--- src/rtl/txflags_pkg.sv ---
package txflags_pkg;
  // ===========================================================
  // bus and data widths
  localparam int ADDR_W = 8;
  localparam int DATA_W = 32;
  localparam int STRB_W = 4;
  localparam int CNT_W = 5;
  localparam int NFLAG = 3;

  // ===========================================================
  // register byte offsets
  localparam logic [7:0] OFS_PORT_CONTROL = 8'h00;
  localparam logic [7:0] OFS_FIFO_CONTROL = 8'h04;
  localparam logic [7:0] OFS_PORT_STATUS = 8'h08;
  localparam logic [7:0] OFS_INT_ENABLE = 8'h0C;
  localparam logic [7:0] OFS_TX_CONTROL_DATA = 8'h10;
  localparam logic [7:0] OFS_TX_DATA = 8'h14;
  localparam logic [7:0] OFS_EVENT_STATUS = 8'h18;

  // ===========================================================
  // field positions
  localparam int BIT_TX_ENABLE = 0;
  localparam int BIT_SOFT_RESET = 1;
  localparam int WM_LSB = 13;
  localparam int USABLE_LSB = 8;
  localparam int BIT_RESERVED = 15;
  localparam int FLAG_LSB = 12;
  localparam int IDX_REQ = 0;
  localparam int IDX_EMPTY = 1;
  localparam int IDX_READY = 2;

  // ===========================================================
  // reset values and counts
  localparam logic [2:0] WM_RESET = 3'h0;
  localparam logic [NFLAG-1:0] FLAGS_RESET = 3'h0;
  localparam logic [DATA_W-1:0] DATA_RESET = 32'h00000000;
  localparam logic [CNT_W-1:0] FIFO_STAGES = 5'h10;
  localparam logic [CNT_W-1:0] THR_ALL = 5'h10;
  localparam logic [CNT_W-1:0] THR_12 = 5'h0C;
  localparam logic [CNT_W-1:0] THR_8 = 5'h08;
  localparam logic [CNT_W-1:0] THR_4 = 5'h04;
  localparam logic [CNT_W-1:0] THR_1 = 5'h01;
  localparam logic [1:0] RESP_OKAY = 2'h0;
  localparam logic [1:0] RESP_SLVERR = 2'h2;
endpackage

--- src/rtl/reg_if.sv ---
`timescale 1ns/100ps
`default_nettype none
interface reg_if;
  import txflags_pkg::*;
  logic wr_en;
  logic [ADDR_W-1:0] wr_addr;
  logic [DATA_W-1:0] wr_data;
  logic [STRB_W-1:0] wr_strb;
  logic wr_ok;
  logic [ADDR_W-1:0] rd_addr;
  logic rd_en;
  logic [DATA_W-1:0] rd_data;
  logic rd_ok;
  modport bus (
    output wr_en, wr_addr, wr_data, wr_strb, rd_addr, rd_en,
    input wr_ok, rd_data, rd_ok
  );
  modport regs (
    input wr_en, wr_addr, wr_data, wr_strb, rd_addr, rd_en,
    output wr_ok, rd_data, rd_ok
  );
endinterface
`default_nettype wire

--- src/rtl/axil_slave.sv ---
`timescale 1ns/100ps
`default_nettype none
module axil_slave
  import txflags_pkg::*;
(
  input wire logic aclk,
  input wire logic aresetn,
  input wire logic [ADDR_W-1:0] s_axi_awaddr,
  input wire logic s_axi_awvalid,
  output logic s_axi_awready,
  input wire logic [DATA_W-1:0] s_axi_wdata,
  input wire logic [STRB_W-1:0] s_axi_wstrb,
  input wire logic s_axi_wvalid,
  output logic s_axi_wready,
  output logic [1:0] s_axi_bresp,
  output logic s_axi_bvalid,
  input wire logic s_axi_bready,
  input wire logic [ADDR_W-1:0] s_axi_araddr,
  input wire logic s_axi_arvalid,
  output logic s_axi_arready,
  output logic [DATA_W-1:0] s_axi_rdata,
  output logic [1:0] s_axi_rresp,
  output logic s_axi_rvalid,
  input wire logic s_axi_rready,
  reg_if.bus rif
);
  logic aw_held_r;
  logic w_held_r;
  logic [ADDR_W-1:0] awaddr_r;
  logic [DATA_W-1:0] wdata_r;
  logic [STRB_W-1:0] wstrb_r;

  // ===========================================================
  // write channel: address and data in either order
  assign s_axi_awready = !aw_held_r && !s_axi_bvalid;
  assign s_axi_wready = !w_held_r && !s_axi_bvalid;
  assign rif.wr_en = aw_held_r && w_held_r && !s_axi_bvalid;
  assign rif.wr_addr = awaddr_r;
  assign rif.wr_data = wdata_r;
  assign rif.wr_strb = wstrb_r;

  always_ff @(posedge aclk) begin
    if (!aresetn) begin
      aw_held_r <= 1'b0;
      awaddr_r <= '0;
    end else if (s_axi_awvalid && s_axi_awready) begin
      aw_held_r <= 1'b1;
      awaddr_r <= s_axi_awaddr;
    end else if (rif.wr_en) begin
      aw_held_r <= 1'b0;
    end
  end

  always_ff @(posedge aclk) begin
    if (!aresetn) begin
      w_held_r <= 1'b0;
      wdata_r <= DATA_RESET;
      wstrb_r <= '0;
    end else if (s_axi_wvalid && s_axi_wready) begin
      w_held_r <= 1'b1;
      wdata_r <= s_axi_wdata;
      wstrb_r <= s_axi_wstrb;
    end else if (rif.wr_en) begin
      w_held_r <= 1'b0;
    end
  end

  always_ff @(posedge aclk) begin
    if (!aresetn) begin
      s_axi_bvalid <= 1'b0;
      s_axi_bresp <= RESP_OKAY;
    end else if (rif.wr_en) begin
      s_axi_bvalid <= 1'b1;
      s_axi_bresp <= rif.wr_ok ? RESP_OKAY : RESP_SLVERR;
    end else if (s_axi_bready) begin
      s_axi_bvalid <= 1'b0;
    end
  end

  // ===========================================================
  // read channel: decode is combinational, answer next cycle
  assign s_axi_arready = !s_axi_rvalid;
  assign rif.rd_en = s_axi_arvalid && s_axi_arready;
  assign rif.rd_addr = s_axi_araddr;

  always_ff @(posedge aclk) begin
    if (!aresetn) begin
      s_axi_rvalid <= 1'b0;
      s_axi_rdata <= DATA_RESET;
      s_axi_rresp <= RESP_OKAY;
    end else if (rif.rd_en) begin
      s_axi_rvalid <= 1'b1;
      s_axi_rdata <= rif.rd_data;
      s_axi_rresp <= rif.rd_ok ? RESP_OKAY : RESP_SLVERR;
    end else if (s_axi_rready) begin
      s_axi_rvalid <= 1'b0;
    end
  end
endmodule
`default_nettype wire

--- src/rtl/serial_port_tx_status_flags.sv ---
`timescale 1ns/100ps
`default_nettype none
module serial_port_tx_status_flags
  import txflags_pkg::*;
(
  input wire logic aclk,
  input wire logic aresetn,
  input wire logic [ADDR_W-1:0] s_axi_awaddr,
  input wire logic s_axi_awvalid,
  output logic s_axi_awready,
  input wire logic [DATA_W-1:0] s_axi_wdata,
  input wire logic [STRB_W-1:0] s_axi_wstrb,
  input wire logic s_axi_wvalid,
  output logic s_axi_wready,
  output logic [1:0] s_axi_bresp,
  output logic s_axi_bvalid,
  input wire logic s_axi_bready,
  input wire logic [ADDR_W-1:0] s_axi_araddr,
  input wire logic s_axi_arvalid,
  output logic s_axi_arready,
  output logic [DATA_W-1:0] s_axi_rdata,
  output logic [1:0] s_axi_rresp,
  output logic s_axi_rvalid,
  input wire logic s_axi_rready,
  input wire logic [CNT_W-1:0] tx_empty_stages,
  input wire logic ctrl_data_taken,
  output logic transmit_enable_bit,
  output logic [2:0] transmit_watermark_field,
  output logic tx_soft_reset,
  output logic tx_push,
  output logic [DATA_W-1:0] tx_push_data,
  output logic ctrl_data_valid,
  output logic [DATA_W-1:0] ctrl_data,
  output logic irq_control,
  output logic irq_transmit,
  output logic irq
);
  reg_if rif();

  axil_slave u_bus (
    .aclk(aclk),
    .aresetn(aresetn),
    .s_axi_awaddr(s_axi_awaddr),
    .s_axi_awvalid(s_axi_awvalid),
    .s_axi_awready(s_axi_awready),
    .s_axi_wdata(s_axi_wdata),
    .s_axi_wstrb(s_axi_wstrb),
    .s_axi_wvalid(s_axi_wvalid),
    .s_axi_wready(s_axi_wready),
    .s_axi_bresp(s_axi_bresp),
    .s_axi_bvalid(s_axi_bvalid),
    .s_axi_bready(s_axi_bready),
    .s_axi_araddr(s_axi_araddr),
    .s_axi_arvalid(s_axi_arvalid),
    .s_axi_arready(s_axi_arready),
    .s_axi_rdata(s_axi_rdata),
    .s_axi_rresp(s_axi_rresp),
    .s_axi_rvalid(s_axi_rvalid),
    .s_axi_rready(s_axi_rready),
    .rif(rif.bus)
  );

  logic [DATA_W-1:0] wmask;
  logic [DATA_W-1:0] wdata;
  logic [ADDR_W-3:0] wword;
  logic [ADDR_W-3:0] rword;
  logic wr_ctl;
  logic wr_fifo;
  logic wr_stat;
  logic wr_ien;
  logic wr_tcr;
  logic wr_tdr;
  logic wr_evt;
  logic clr;
  logic tx_en_r;
  logic push_in_flight;
  logic [2:0] wm_r;
  logic [NFLAG-1:0] ien_r;
  logic [NFLAG-1:0] flag_r;
  logic [NFLAG-1:0] flag_nxt;
  logic [NFLAG-1:0] vis;
  logic [NFLAG-1:0] evt_r;
  logic [NFLAG-1:0] evt_nxt;
  logic [CNT_W-1:0] thr;
  logic [15:0] status_word;
  logic [15:0] fifo_word;

  // ===========================================================
  // write decode
  assign wdata = rif.wr_data;
  assign wword = rif.wr_addr[ADDR_W-1:2];
  assign rword = rif.rd_addr[ADDR_W-1:2];
  assign wr_ctl = rif.wr_en && (wword == OFS_PORT_CONTROL[ADDR_W-1:2]);
  assign wr_fifo = rif.wr_en && (wword == OFS_FIFO_CONTROL[ADDR_W-1:2]);
  assign wr_stat = rif.wr_en && (wword == OFS_PORT_STATUS[ADDR_W-1:2]);
  assign wr_ien = rif.wr_en && (wword == OFS_INT_ENABLE[ADDR_W-1:2]);
  assign wr_tcr = rif.wr_en && (wword == OFS_TX_CONTROL_DATA[ADDR_W-1:2]);
  assign wr_tdr = rif.wr_en && (wword == OFS_TX_DATA[ADDR_W-1:2]);
  assign wr_evt = rif.wr_en && (wword == OFS_EVENT_STATUS[ADDR_W-1:2]);
  // status writes are accepted but change nothing
  assign rif.wr_ok = wr_ctl | wr_fifo | wr_stat | wr_ien | wr_tcr | wr_tdr | wr_evt;

  for (genvar i = 0; i < STRB_W; i++) begin : g_lane
    assign wmask[8*i +: 8] = {8{rif.wr_strb[i]}};
  end

  // ===========================================================
  // control and configuration
  assign tx_soft_reset = wr_ctl && wmask[BIT_SOFT_RESET] && wdata[BIT_SOFT_RESET];
  // soft reset spares enable, watermark and masks so software need not reload them
  assign clr = !aresetn || tx_soft_reset;

  always_ff @(posedge aclk) begin
    if (!aresetn) begin
      tx_en_r <= 1'b0;
    end else if (wr_ctl && wmask[BIT_TX_ENABLE]) begin
      tx_en_r <= wdata[BIT_TX_ENABLE];
    end
  end

  always_ff @(posedge aclk) begin
    if (!aresetn) begin
      wm_r <= WM_RESET;
    end else if (wr_fifo && wmask[WM_LSB]) begin
      wm_r <= wdata[WM_LSB +: 3];
    end
  end

  always_ff @(posedge aclk) begin
    if (!aresetn) begin
      ien_r <= FLAGS_RESET;
    end else if (wr_ien && wmask[FLAG_LSB]) begin
      ien_r <= wdata[FLAG_LSB +: NFLAG];
    end
  end

  assign transmit_enable_bit = tx_en_r;
  assign transmit_watermark_field = wm_r;

  // ===========================================================
  // watermark threshold; reserved codes fall back to all-empty
  always_comb begin
    unique case (wm_r)
      3'h0: thr = THR_ALL;
      3'h4: thr = THR_12;
      3'h5: thr = THR_8;
      3'h6: thr = THR_4;
      3'h7: thr = THR_1;
      default: thr = THR_ALL;
    endcase
  end

  // ===========================================================
  // transmit flags
  assign push_in_flight = tx_push;

  always_comb begin
    flag_nxt = flag_r;
    // request follows the empty count both ways
    flag_nxt[IDX_REQ] = (tx_empty_stages >= thr);
    // the empty count lags the write by two edges; keep the flag low meanwhile
    if (wr_tdr || push_in_flight) begin
      flag_nxt[IDX_EMPTY] = 1'b0;
    end else begin
      flag_nxt[IDX_EMPTY] = (tx_empty_stages == FIFO_STAGES);
    end
    // a take in the same cycle as a write still marks room
    if (ctrl_data_taken) begin
      flag_nxt[IDX_READY] = 1'b1;
    end else if (wr_tcr) begin
      flag_nxt[IDX_READY] = 1'b0;
    end
  end

  always_ff @(posedge aclk) begin
    if (clr) begin
      flag_r <= FLAGS_RESET;
    end else begin
      flag_r <= flag_nxt;
    end
  end

  // flags mean nothing while the transmitter is off
  assign vis = flag_r & {NFLAG{tx_en_r}};

  assign status_word = {1'b0, vis, 12'h000};
  assign fifo_word = {wm_r, tx_empty_stages, 8'h00};

  // ===========================================================
  // control data holding register
  always_ff @(posedge aclk) begin
    if (clr) begin
      ctrl_data <= DATA_RESET;
    end else if (wr_tcr) begin
      // an unsent value is simply replaced
      ctrl_data <= (ctrl_data & ~wmask) | (wdata & wmask);
    end
  end

  always_ff @(posedge aclk) begin
    if (clr) begin
      ctrl_data_valid <= 1'b0;
    end else if (wr_tcr) begin
      ctrl_data_valid <= 1'b1;
    end else if (ctrl_data_taken) begin
      ctrl_data_valid <= 1'b0;
    end
  end

  // ===========================================================
  // transmit data push toward the FIFO
  always_ff @(posedge aclk) begin
    if (clr) begin
      tx_push <= 1'b0;
    end else begin
      tx_push <= wr_tdr;
    end
  end

  // the word is whole wdata; byte strobes do not apply to the fifo
  always_ff @(posedge aclk) begin
    if (clr) begin
      tx_push_data <= DATA_RESET;
    end else if (wr_tdr) begin
      tx_push_data <= wdata;
    end
  end

  // ===========================================================
  // sticky events, write one to clear; a new event beats the clear
  for (genvar i = 0; i < NFLAG; i++) begin : g_evt
    always_comb begin
      evt_nxt[i] = evt_r[i];
      if (vis[i]) begin
        evt_nxt[i] = 1'b1;
      end else if (wr_evt && wmask[FLAG_LSB + i] && wdata[FLAG_LSB + i]) begin
        evt_nxt[i] = 1'b0;
      end
    end
  end

  always_ff @(posedge aclk) begin
    if (clr) begin
      evt_r <= FLAGS_RESET;
    end else begin
      evt_r <= evt_nxt;
    end
  end

  // ===========================================================
  // interrupt outputs
  always_ff @(posedge aclk) begin
    if (clr) begin
      irq_control <= 1'b0;
    end else begin
      irq_control <= |(evt_r[IDX_READY:IDX_EMPTY] & ien_r[IDX_READY:IDX_EMPTY]);
    end
  end

  always_ff @(posedge aclk) begin
    if (clr) begin
      irq_transmit <= 1'b0;
    end else begin
      irq_transmit <= evt_r[IDX_REQ] & ien_r[IDX_REQ];
    end
  end

  assign irq = irq_control | irq_transmit;

  // ===========================================================
  // read decode; unmapped offsets answer with an error
  always_comb begin
    rif.rd_data = DATA_RESET;
    rif.rd_ok = 1'b1;
    unique case (rword)
      OFS_PORT_CONTROL[ADDR_W-1:2]: begin
        rif.rd_data[BIT_TX_ENABLE] = tx_en_r;
      end
      OFS_FIFO_CONTROL[ADDR_W-1:2]: begin
        rif.rd_data[15:0] = fifo_word;
      end
      OFS_PORT_STATUS[ADDR_W-1:2]: begin
        rif.rd_data[15:0] = status_word;
      end
      OFS_INT_ENABLE[ADDR_W-1:2]: begin
        rif.rd_data[FLAG_LSB +: NFLAG] = ien_r;
      end
      OFS_TX_CONTROL_DATA[ADDR_W-1:2]: begin
        rif.rd_data = ctrl_data;
      end
      OFS_TX_DATA[ADDR_W-1:2]: begin
        rif.rd_data = DATA_RESET;
      end
      OFS_EVENT_STATUS[ADDR_W-1:2]: begin
        rif.rd_data[FLAG_LSB +: NFLAG] = evt_r;
      end
      default: begin
        rif.rd_ok = 1'b0;
      end
    endcase
  end
endmodule
`default_nettype wire

--- config.mk ---
export PLATFORM = sky130hd
export DESIGN_NAME = serial_port_tx_status_flags
export DESIGN_NICKNAME = d
export VERILOG_FILES = /design/src/rtl/txflags_pkg.sv /design/src/rtl/reg_if.sv /design/src/rtl/axil_slave.sv /design/src/rtl/serial_port_tx_status_flags.sv
export SDC_FILE = /design/constraint.sdc
export NUM_CORES = 1
export LEC_CHECK = 0
export ABC_AREA = 1
export BUFFER_PORTS_ARGS = -buffer_cell sky130_fd_sc_hd__clkbuf_2
export CAP_MARGIN = 20
export CORE_ASPECT_RATIO = 2
export CORE_UTILIZATION = 36
export DETAILED_ROUTE_END_ITERATION = 8
export GPL_TIMING_DRIVEN = 0
export PLACE_DENSITY_LB_ADDON = 0.2
export SYNTH_ARGS = -nofsm -noshare
export SYNTH_HDL_FRONTEND = slang
export SYNTH_SLANG_ARGS = --single-unit
export TNS_END_PERCENT = 50
--- constraint.sdc ---
create_clock -name aclk -period 1.4 [get_ports aclk]
set_clock_uncertainty 0.1 [all_clocks]
set_input_delay 0.21 -clock aclk [delete_from_list [all_inputs] [get_ports aclk]]
set_output_delay 0.21 -clock aclk [all_outputs]
set_load 0.005 [all_outputs]
==> metrics.md, run 1 <==
| Metric | Value |
|---|---|
| Multi-input logic area | `roughly 2800 um^2` |
| PortBufs | `173` |
| Max Freq | `0.557 GHz` |
| GPL Wtd Cong | `0.823` |
| DR pass1 iterations | `5` |
| Clock Tree Buf Depth | `2` |
| CP max stage cell | `dfxtp_4` |
| Total clock buffers created by CTS | `17` |
| Syn avg cell area | `7.73 um^2` |
| Vias | `6399` |
| Reg clk slew, reported paths | `0.06 ns` |
| CTS Root Cell | `clkbuf_16` |
| Outcome | `finished with violations` |
| Sequential share of power | `0.473` |
| RSZ-0062 raised after global routing | `true` |
| Worst hold path class | `input pin to register` |
| Initial Util | `0.367` |
| Hold Vio Cnt, Final | `1` |
| CP max stage delay | `0.36 ns` |
| Horiz. Die Dim | `95.7 um` |
| Mapped Cells | `817` |
| Die H | `roughly 190 um` |
| Sequential area share after synthesis | `0.510` |
| Final worst path period share | `1.28` |
| Final net count | `1144` |
| Failing checks | `negative hold slack, negative setup slack` |
| Count leader, synth | `dfxtp_1` |
| Final worst setup slack | `-0.395 ns` |
| Drt initial violations | `between 200 and 250` |
| PD cells | `~1200 nW/um^2` |
| Pin count of the biggest net entering global routing | `17` |
| Share of cells above drive strength 1 | `0.299` |
| Logic pwr share | `0.114` |
| Leak | `3.82 nW` |
| Initial antenna violation count | `0` |
| Netlist cell types | `33` |
| Synth top cells by count | `161 x dfxtp_1, 149 x nand2_1, 110 x nor2_1` |
| WL per Instance | `15.9 um` |
| FF-to-FF setup slack | `-0.39 ns` |
| Startpoint types | `register` |
| Synth Cell Area | `6310 um^2` |
| Hold WS | `-0.00428 ns` |
| Worst slew margin | `0.525` |
| EDFF count, synth | `0` |
| # setup viols final | `just over 80` |
| Clock Sinks | `around 160` |
| Final wirelength | `20600 um` |
| Hold path startpoint | `s_axi_awaddr[3]` |
| Setup crit end kind | `register` |
| Area contributors post-synth | `dfxtp_1 51%, nand2_1 8.9%, a21oi_1 8.6%` |
| Worst r2r src | `u_bus.w_held_r` |
| Clock latency on the worst-skew pair | `0.43 ns` |
| Hold path depth | `3` |
| DR DRC count | `0` |
| Post-DRT Antenna Nets | `0` |
| Total congestion overflow | `0` |
| Post-synth ARST share | `0` |
| Diodes inserted | `0` |
| Detail Placement HPWL | `15600 um` |
| Sw power | `2.81 mW` |
| Worst EP required | `1.61 ns` |
| Total GRT Usage | `0.233` |
| CTS tree | `done` |
| Peak VDD IR | `roughly 0.0008 V` |
| Number of global-route vias before repair | `6178` |
| Area delta synth->final | `41.9%` |
| Top cell type's share of synthesized area | `0.510` |
| Most used cell along the critical path | `nand2_4` |
| Switching share of total power | `0.269` |
| Vias/cell | `4.93` |
| Internal | `7.66 mW` |
| Core Region | `17200 um^2` |
| Yosys reg bits | `~160` |
| First-pass GRT wire length | `around 32000 um` |
| Ys flop type | `dfxtp_1` |
| Rows | `slightly below 70` |
| # IOs | `180` |
| Crit Path Max Fanout | `10` |
| Yosys warns | `0` |
| Fillers | `1715` |
| Yosys top cell by area | `dfxtp_1` |
| Maxcap violations | `0` |
| Tightest Pin Transition | `0.712 ns` |
| Crit-path cells | `nand2_4 > nor2_4 > nand2_4 > nor2_4 > nand2_4 > buf_4 > o21ai_4 > buf_12 > buf_8 > a21oi_1` |
| Die area | `18100 um^2` |
| Total power draw | `around 10 mW` |
| Critical path class | `register to register` |
| WHS Endpoint | `u_bus.rif.wr_addr[3]` |
| H-tree depth | `4` |
| Fin crit period | `1.79 ns` |
| Clock power share | `0.413` |
| Reg2Reg Capture Point | `tx_push_data[9]` |
| Storage element area | `3230 um^2` |
| R2R cell count | `10` |
| Fin. max-slew vios | `0` |
| CP arrival | `roughly 2.0 ns` |
logic make-up after synthesis:
group,synth area share
and+or+nand+nor,0.238
AOI/OAI and AO/OA,0.172
DFF,0.510
buffers and inverters,0.0713
adders and majority gates,0.00793
other,0.000594
layout by cell type, fill, tap and decap left out, types with 13 or more instances in the layout:
cell type and instances:
clkbuf_16 18, o21ai_1 15, nand3_1 74, clkbuf_2 179, buf_4 17, clkbuf_1 16
buf_6 13, a21oi_2 17, dlygate4sd3_1 44, dfxtp_1 156, inv_1 31, o21ai_0 56
nand2_1 142, a21oi_1 101, nor2_1 105
how the worst max path moves through the flow:
stage | startpoint | end | cells past startpoint
6_report | u_bus.w_held_r | tx_push_data[9] | 10
2_1_floorplan | u_bus.rif.wr_addr[6] | register | 8
3_5_place_dp | s_axi_araddr[7] | u_bus.s_axi_rdata[8] | 9
5_1_grt | u_bus.w_held_r | tx_soft_reset | 7
3_3_place_gp | s_axi_araddr[7] | u_bus.s_axi_rdata[8] | 9
4_1_cts | u_bus.w_held_r | tx_soft_reset | 7
power by group through the flow:
| stage | clock [mW] | combinational (mW) | sequential [mW] |
|---|---|---|---|
| after floorplan | 0 | 0.548 | 5.00 |
| after global placement | 0 | 0.899 | 5.04 |
| after detailed placement | 0 | 0.914 | 5.04 |
| after CTS | 4.39 | 1.13 | 4.94 |
| after global routing | 4.60 | 1.32 | 4.97 |
| final | 4.32 | 1.20 | 4.95 |
metal layers:
metal	up-vias	global-route usage	share of wire	wire (um)
li1	3227	-	-	-
met1	2940	0.254	0.40	8170
met2	193	0.426	0.54	11000
met3	39	0.0454	0.039	813
met4	0	0.0953	0.029	600
met5	-	0	0	0
critical path, delay by kind of cell (launching register included):
family	cells	cell delay, ns
DFF	1	0.36
AOI/OAI and AO/OA	2	0.24
and+or+nand+nor	5	0.49
buffers and inverters	3	0.47
layout make-up:
class                   count  share of cell area
plain buffers              54              0.0478
flip-flops and latches    161               0.361
multi-input cells         566               0.316
clock buffers              20              0.0499
inverters                  37              0.0161
clock inverters            12              0.0112
repair buffers            238               0.169
well taps                 210              0.0293
what timing repair did:
action                                  CTS  global route
gates cloned                              1             1
pin swaps                                 7             9
hold buffers                             44             0
setup buffers                            20             2
endpoints found under the hold margin    44             0
gates resized for setup                  71            52
endpoints found under the setup margin  149           149
stage by stage:
stage	setup slack, ns	area (um^2)	cells	utilization	TNS, ns
floorplan	-0.0810	6350	818	-	-4.42
global placement	-0.554	7480	1201	0.435	-49.47
detailed placement	-0.583	7480	1201	0.435	-50.12
CTS	-0.415	8820	1298	0.513	-26.92
global route	-0.458	8960	1298	0.521	-33.44
finish	-0.395	8960	1298	0.521	-28.04
No activity file was read; power rests on OpenSTA's default activity.
==> inputs of run 2 (changes only) <==
==> constraint.sdc (replaced) <==
create_clock -name aclk -period 1.6 [get_ports aclk]
set_clock_uncertainty 0.1 [all_clocks]
set_input_delay 0.24 -clock aclk [delete_from_list [all_inputs] [get_ports aclk]]
set_output_delay 0.24 -clock aclk [all_outputs]
set_load 0.1 [all_outputs]
==> metrics.md, run 2 (synthesis gave the netlist of run 1 again) <==
| Metric | Value |
|---|---|
| Commonest non-fill, non-tap cell in the layout | `dfxtp_1` |
| Hold Vio Cnt, Final | `0` |
| Placed cell count | `1201` |
| Drt initial violations | `305` |
| Fin crit period | `1.88 ns` |
| Internal | `7.13 mW` |
| Final worst setup slack | `-0.277 ns` |
| FF-to-FF setup slack | `-0.25 ns` |
| Final net count | `1163` |
| Clock latency on the worst-skew pair | `between 0.4 and 0.5 ns` |
| Worst slew margin | `0.530` |
| Total congestion overflow | `0` |
| Total clock buffers created by CTS | `17` |
| Max Freq | `0.533 GHz` |
| Outcome | `finished with violations` |
| WL per Instance | `16.3 um` |
| Initial Util | `0.367` |
| Post-DRT Antenna Nets | `0` |
| Worst EP required | `roughly 1.3 ns` |
| Total GRT Usage | `0.242` |
| CTS tree | `done` |
| Final worst path period share | `1.17` |
| Startpoint types | `register` |
| Sequential share of power | `0.431` |
| DR pass1 iterations | `6` |
| CP arrival | `around 1.5 ns` |
| GPL Wtd Cong | `between 0.8 and 0.9` |
| PD cells | `1070 nW/um^2` |
| Clock Tree Buf Depth | `2` |
| # IOs | `180` |
| DR DRC count | `0` |
| Diodes inserted | `0` |
| Failing checks | `negative setup slack` |
| Switching share of total power | `0.289` |
| Post-route insts no fill | `around 1300` |
| Initial antenna violation count | `0` |
| Final wirelength | `21400 um` |
| Crit Path Max Fanout | `3` |
| GR Layer Usage met1 | `0.262` |
| Clock power share | `0.401` |
| Setup crit end kind | `output pin` |
| Vias | `6450` |
| Critical path class | `register to output pin` |
| Die area | `18100 um^2` |
| Vias/cell | `4.90` |
| Commonest cells after routing, fill and taps aside | `154 x dfxtp_1, 142 x nand2_1, 108 x clkbuf_2` |
| Clock Sinks | `approximately 160` |
| Area delta synth->final | `48.8%` |
| Maxcap violations | `0` |
| Peak VDD IR | `0.000660 V` |
| Share of cells above drive strength 1 | `0.300` |
| Core Region | `17200 um^2` |
| Detail Placement HPWL | `15700 um` |
| Met2 Track Usage GR | `0.450` |
| Fin. max-slew vios | `0` |
| Logic pwr share | `0.168` |
| CTS Root Cell | `clkbuf_16` |
| Most used routing layer in global routing | `met2` |
| Reg clk slew, reported paths | `0.06 ns` |
| # setup viols final | `79` |
| Sw power | `2.90 mW` |
| RSZ-0062 raised after global routing | `true` |
| Rows | `68` |
| PortBufs | `173` |
| Hold WS | `about 0.015 ns` |
| Horiz. Die Dim | `95.7 um` |
| Die H | `roughly 190 um` |
| Worst hold path class | `input pin to register` |
| Tightest Pin Transition | `~0.7 ns` |
| Number of global-route vias before repair | `6371` |
| H-tree depth | `4` |
| First-pass GRT wire length | `33100 um` |
| M3 GR Usage | `0.0341` |
| Leak | `4.06 nW` |
| Pin count of the biggest net entering global routing | `17` |
[run 2: cell types whose count changed in the layout (fill, tap and decap cells not counted), moves of 7 or more]
cell      change
clkbuf_4     +34
buf_4        +20
o21ai_1      +42
o21ai_0      -32
clkbuf_2     -71
clkbuf_8      +7
o21ai_2      -10
buf_2        +24
[run 2: worst paths after layout]
check                   startpoint            endpoint  cells after the start
hold / removal        s_axi_rready  u_bus.s_axi_rvalid                      3
setup reg to reg    u_bus.w_held_r     tx_push_data[8]                     11
hold reg to reg   tx_push_data[29]    tx_push_data[29]                      2
setup / recovery    u_bus.w_held_r       tx_soft_reset                      7
[run 2: area by class of cell]
class | count | area [um^2]
fillers | 1637 | 7790
flip-flops and latches | 161 | 3250
multi-input cells | 566 | 2770
repair buffers | 257 | 1930
clock buffers | 22 | 507
plain buffers | 54 | 439
well taps | 210 | 263
inverters | 37 | 154
clock inverters | 8 | 76.3
[run 2: what timing repair did]
item,4_1_cts,5_1_grt
endpoints found under the hold margin,42,0
endpoints found under the setup margin,113,119
buffers inserted,33,6
pin swaps,8,12
hold buffers,42,0
gates cloned,4,1
gates resized for setup,70,52
[run 2: layer usage]
| layer | vias up | routed length, um |
|---|---|---|
| met5 | - | 0 |
| met4 | 0 | 728 |
| met3 | 41 | 895 |
| met2 | 223 | 11600 |
| met1 | 2929 | 8240 |
| li1 | 3257 | - |
[run 2: per-stage QoR]
step / setup slack, ns / area (um^2) / util / power (mW) / setup TNS (ns)
finish: -0.277 / 9400 / 0.547 / 10.0 / -14.13
global placement: -0.403 / 7610 / 0.443 / 5.79 / -27.36
global route: -0.354 / 9400 / 0.547 / 10.4 / -21.58
floorplan: -0.394 / 6480 / - / 5.43 / -17.25
CTS: -0.301 / 9250 / 0.538 / 10.0 / -15.06
detailed placement: -0.386 / 7610 / 0.443 / 5.80 / -27.98
[run 2: worst max-delay path: stages (launching register included)]
cell and delay (ns):
dfxtp_4 0.36, nand2_4 0.05, nor2_4 0.12, nand2_2 0.08, nor2_4 0.13, nand2_4 0.07, nor2_4 0.09, clkbuf_16 0.21
[run 2: power by group through the flow]
stage               Combinational, mW  Clock [mW]  Sequential [mW]
floorplan                       0.620           0             4.81
global placement                 1.38           0             4.41
detailed placement               1.39           0             4.41
CTS                              1.64        4.08             4.32
global route                     1.79        4.22             4.34
finish                           1.68        4.02             4.33
==> inputs of run 3 (changes only) <==
RECOVER_POWER = 25   (was default)
==> metrics.md, run 3 (synthesis gave the netlist of run 1 again) <==
| Metric | Value |
|---|---|
| Outcome | `finished with violations` |
| Failing checks | `negative setup slack` |
| Drt initial violations | `297` |
| Total GRT Usage | `0.242` |
| Switching share of total power | `0.289` |
| GPL Wtd Cong | `0.867` |
| Fin crit period | `1.88 ns` |
| Multi-input logic area | `2760 um^2` |
| Crit Path Max Fanout | `3` |
| Internal | `7.12 mW` |
| Reg clk slew, reported paths | `0.06 ns` |
| Startpoint types | `register` |
| Setup TNS | `-15.12 ns` |
| H-tree depth | `4` |
| CTS Root Cell | `clkbuf_16` |
| CP arrival | `1.54 ns` |
| Vias/cell | `4.89` |
| Critical path class | `register to output pin` |
| Leak | `4.05 nW` |
| Commonest non-fill, non-tap cell in the layout | `dfxtp_1` |
| Worst slew margin | `0.526` |
| Storage element area | `3250 um^2` |
| PortBufs | `173` |
| Total clock buffers created by CTS | `17` |
| Sequential share of power | `0.432` |
| Share of cells above drive strength 1 | `0.298` |
| RSZ-0062 raised after global routing | `true` |
| Tightest Pin Transition | `0.711 ns` |
| Setup crit end kind | `output pin` |
| Sw power | `2.89 mW` |
| Clock Sinks | `~160` |
| Worst EP required | `1.26 ns` |
| # setup viols final | `90` |
| Diodes inserted | `0` |
| Final worst setup slack | `-0.279 ns` |
| Detail Placement HPWL | `15700 um` |
| Worst hold path class | `input pin to register` |
| Area delta synth->final | `48.4%` |
| Pin count of the biggest net entering global routing | `17` |
| WL per Instance | `16.3 um` |
| Post-DRT Antenna Nets | `0` |
| Fin area | `9370 um^2` |
| Die H | `189 um` |
| Max Freq | `0.532 GHz` |
| Peak VDD IR | `around 0.00066 V` |
| Total congestion overflow | `0` |
| Hold Vio Cnt, Final | `0` |
| Initial antenna violation count | `0` |
| Horiz. Die Dim | `between 90 and 100 um` |
| Placed cell count | `1201` |
| Clock Tree Buf Depth | `2` |
| Fillers | `1644` |
| Logic pwr share | `0.167` |
| Final wirelength | `approximately 21000 um` |
| Number of global-route vias before repair | `6371` |
| Rows | `a little under 70` |
| PD cells | `between 1000 and 1500 nW/um^2` |
| Post-route insts no fill | `1315` |
| # IOs | `180` |
| CTS tree | `done` |
| Commonest cells after routing, fill and taps aside | `154 x dfxtp_1, 142 x nand2_1, 109 x clkbuf_2` |
| First-pass GRT wire length | `33100 um` |
| Core Region | `17200 um^2` |
| Final net count | `1163` |
| Die area | `18100 um^2` |
| Fin. max-slew vios | `0` |
| Clock power share | `0.401` |
| Initial Util | `0.367` |
| Final worst path period share | `1.17` |
| Maxcap violations | `0` |
| DR pass1 iterations | `4` |
| DR DRC count | `0` |
| DP Area | `7610 um^2` |
| Vias | `6436` |
| Clock latency on the worst-skew pair | `0.42 ns` |
==> run 3: changes by cell type in the layout (fill, tap and decap cells not counted), sizes merged <==
cell    change
buf         -1
clkbuf      +1
==> run 3: final cells by class <==
class / count / share of cell area
inverters: 37 / 0.0164
multi-input cells: 566 / 0.294
repair buffers: 257 / 0.206
clock inverters: 8 / 0.00814
plain buffers: 54 / 0.0459
well taps: 210 / 0.0280
flip-flops and latches: 161 / 0.347
clock buffers: 22 / 0.0541
==> run 3: through the flow <==
stage	utilization	hold slack, ns	setup slack (ns)	total power [mW]
floorplan	-	0.286	-0.394	5.43
global placement	0.443	0.349	-0.403	5.79
detailed placement	0.443	0.353	-0.386	5.80
CTS	0.538	0.00456	-0.301	10.0
global route	0.545	0.0305	-0.354	10.3
finish	0.545	0.0165	-0.279	10.0
==> run 3: routing by layer <==
layer / GRT usage / up-vias / routed length, um
met4: 0.105 / 0 / 721
met2: 0.450 / 210 / 11600
li1: - / 3256 / -
met1: 0.262 / 2930 / 8330
met5: 0 / - / 0
met3: 0.0341 / 40 / 803
==> run 3: power by group through the flow <==
stage / Sequential [mW] / Combinational, mW / Clock, mW
finish: 4.33 / 1.67 / 4.02
global route: 4.34 / 1.78 / 4.22
CTS: 4.32 / 1.64 / 4.08
detailed placement: 4.41 / 1.39 / 0
global placement: 4.41 / 1.38 / 0
floorplan: 4.81 / 0.620 / 0
==> run 3: worst max-delay path, stage by stage (launching register included) <==
cell       delay, ns
dfxtp_4         0.36
nand2_4         0.05
nor2_4          0.12
nand2_2         0.08
nor2_4          0.13
nand2_4         0.07
nor2_4          0.09
clkbuf_16       0.21
==> run 3: timing repair <==
action                     in CTS  in global routing
pin swaps                       8                 12
cloned                          4                  1
setup endpoints to repair     113                119
gates resized for setup        70                 52
hold buffers                   42                  0
hold endpoints to repair       42                  0
buffers inserted               33                  6
==> run 3: final timing paths <==
path,from,to,slack [ns],depth (start not counted)
worst max-delay path,u_bus.w_held_r,tx_soft_reset,-0.28,7
worst max register to register,u_bus.w_held_r,tx_push_data[8],-0.26,11
worst min register to register,tx_push_data[29],tx_push_data[29],0.35,2
worst min-delay path,s_axi_rready,u_bus.s_axi_rvalid,0.02,3
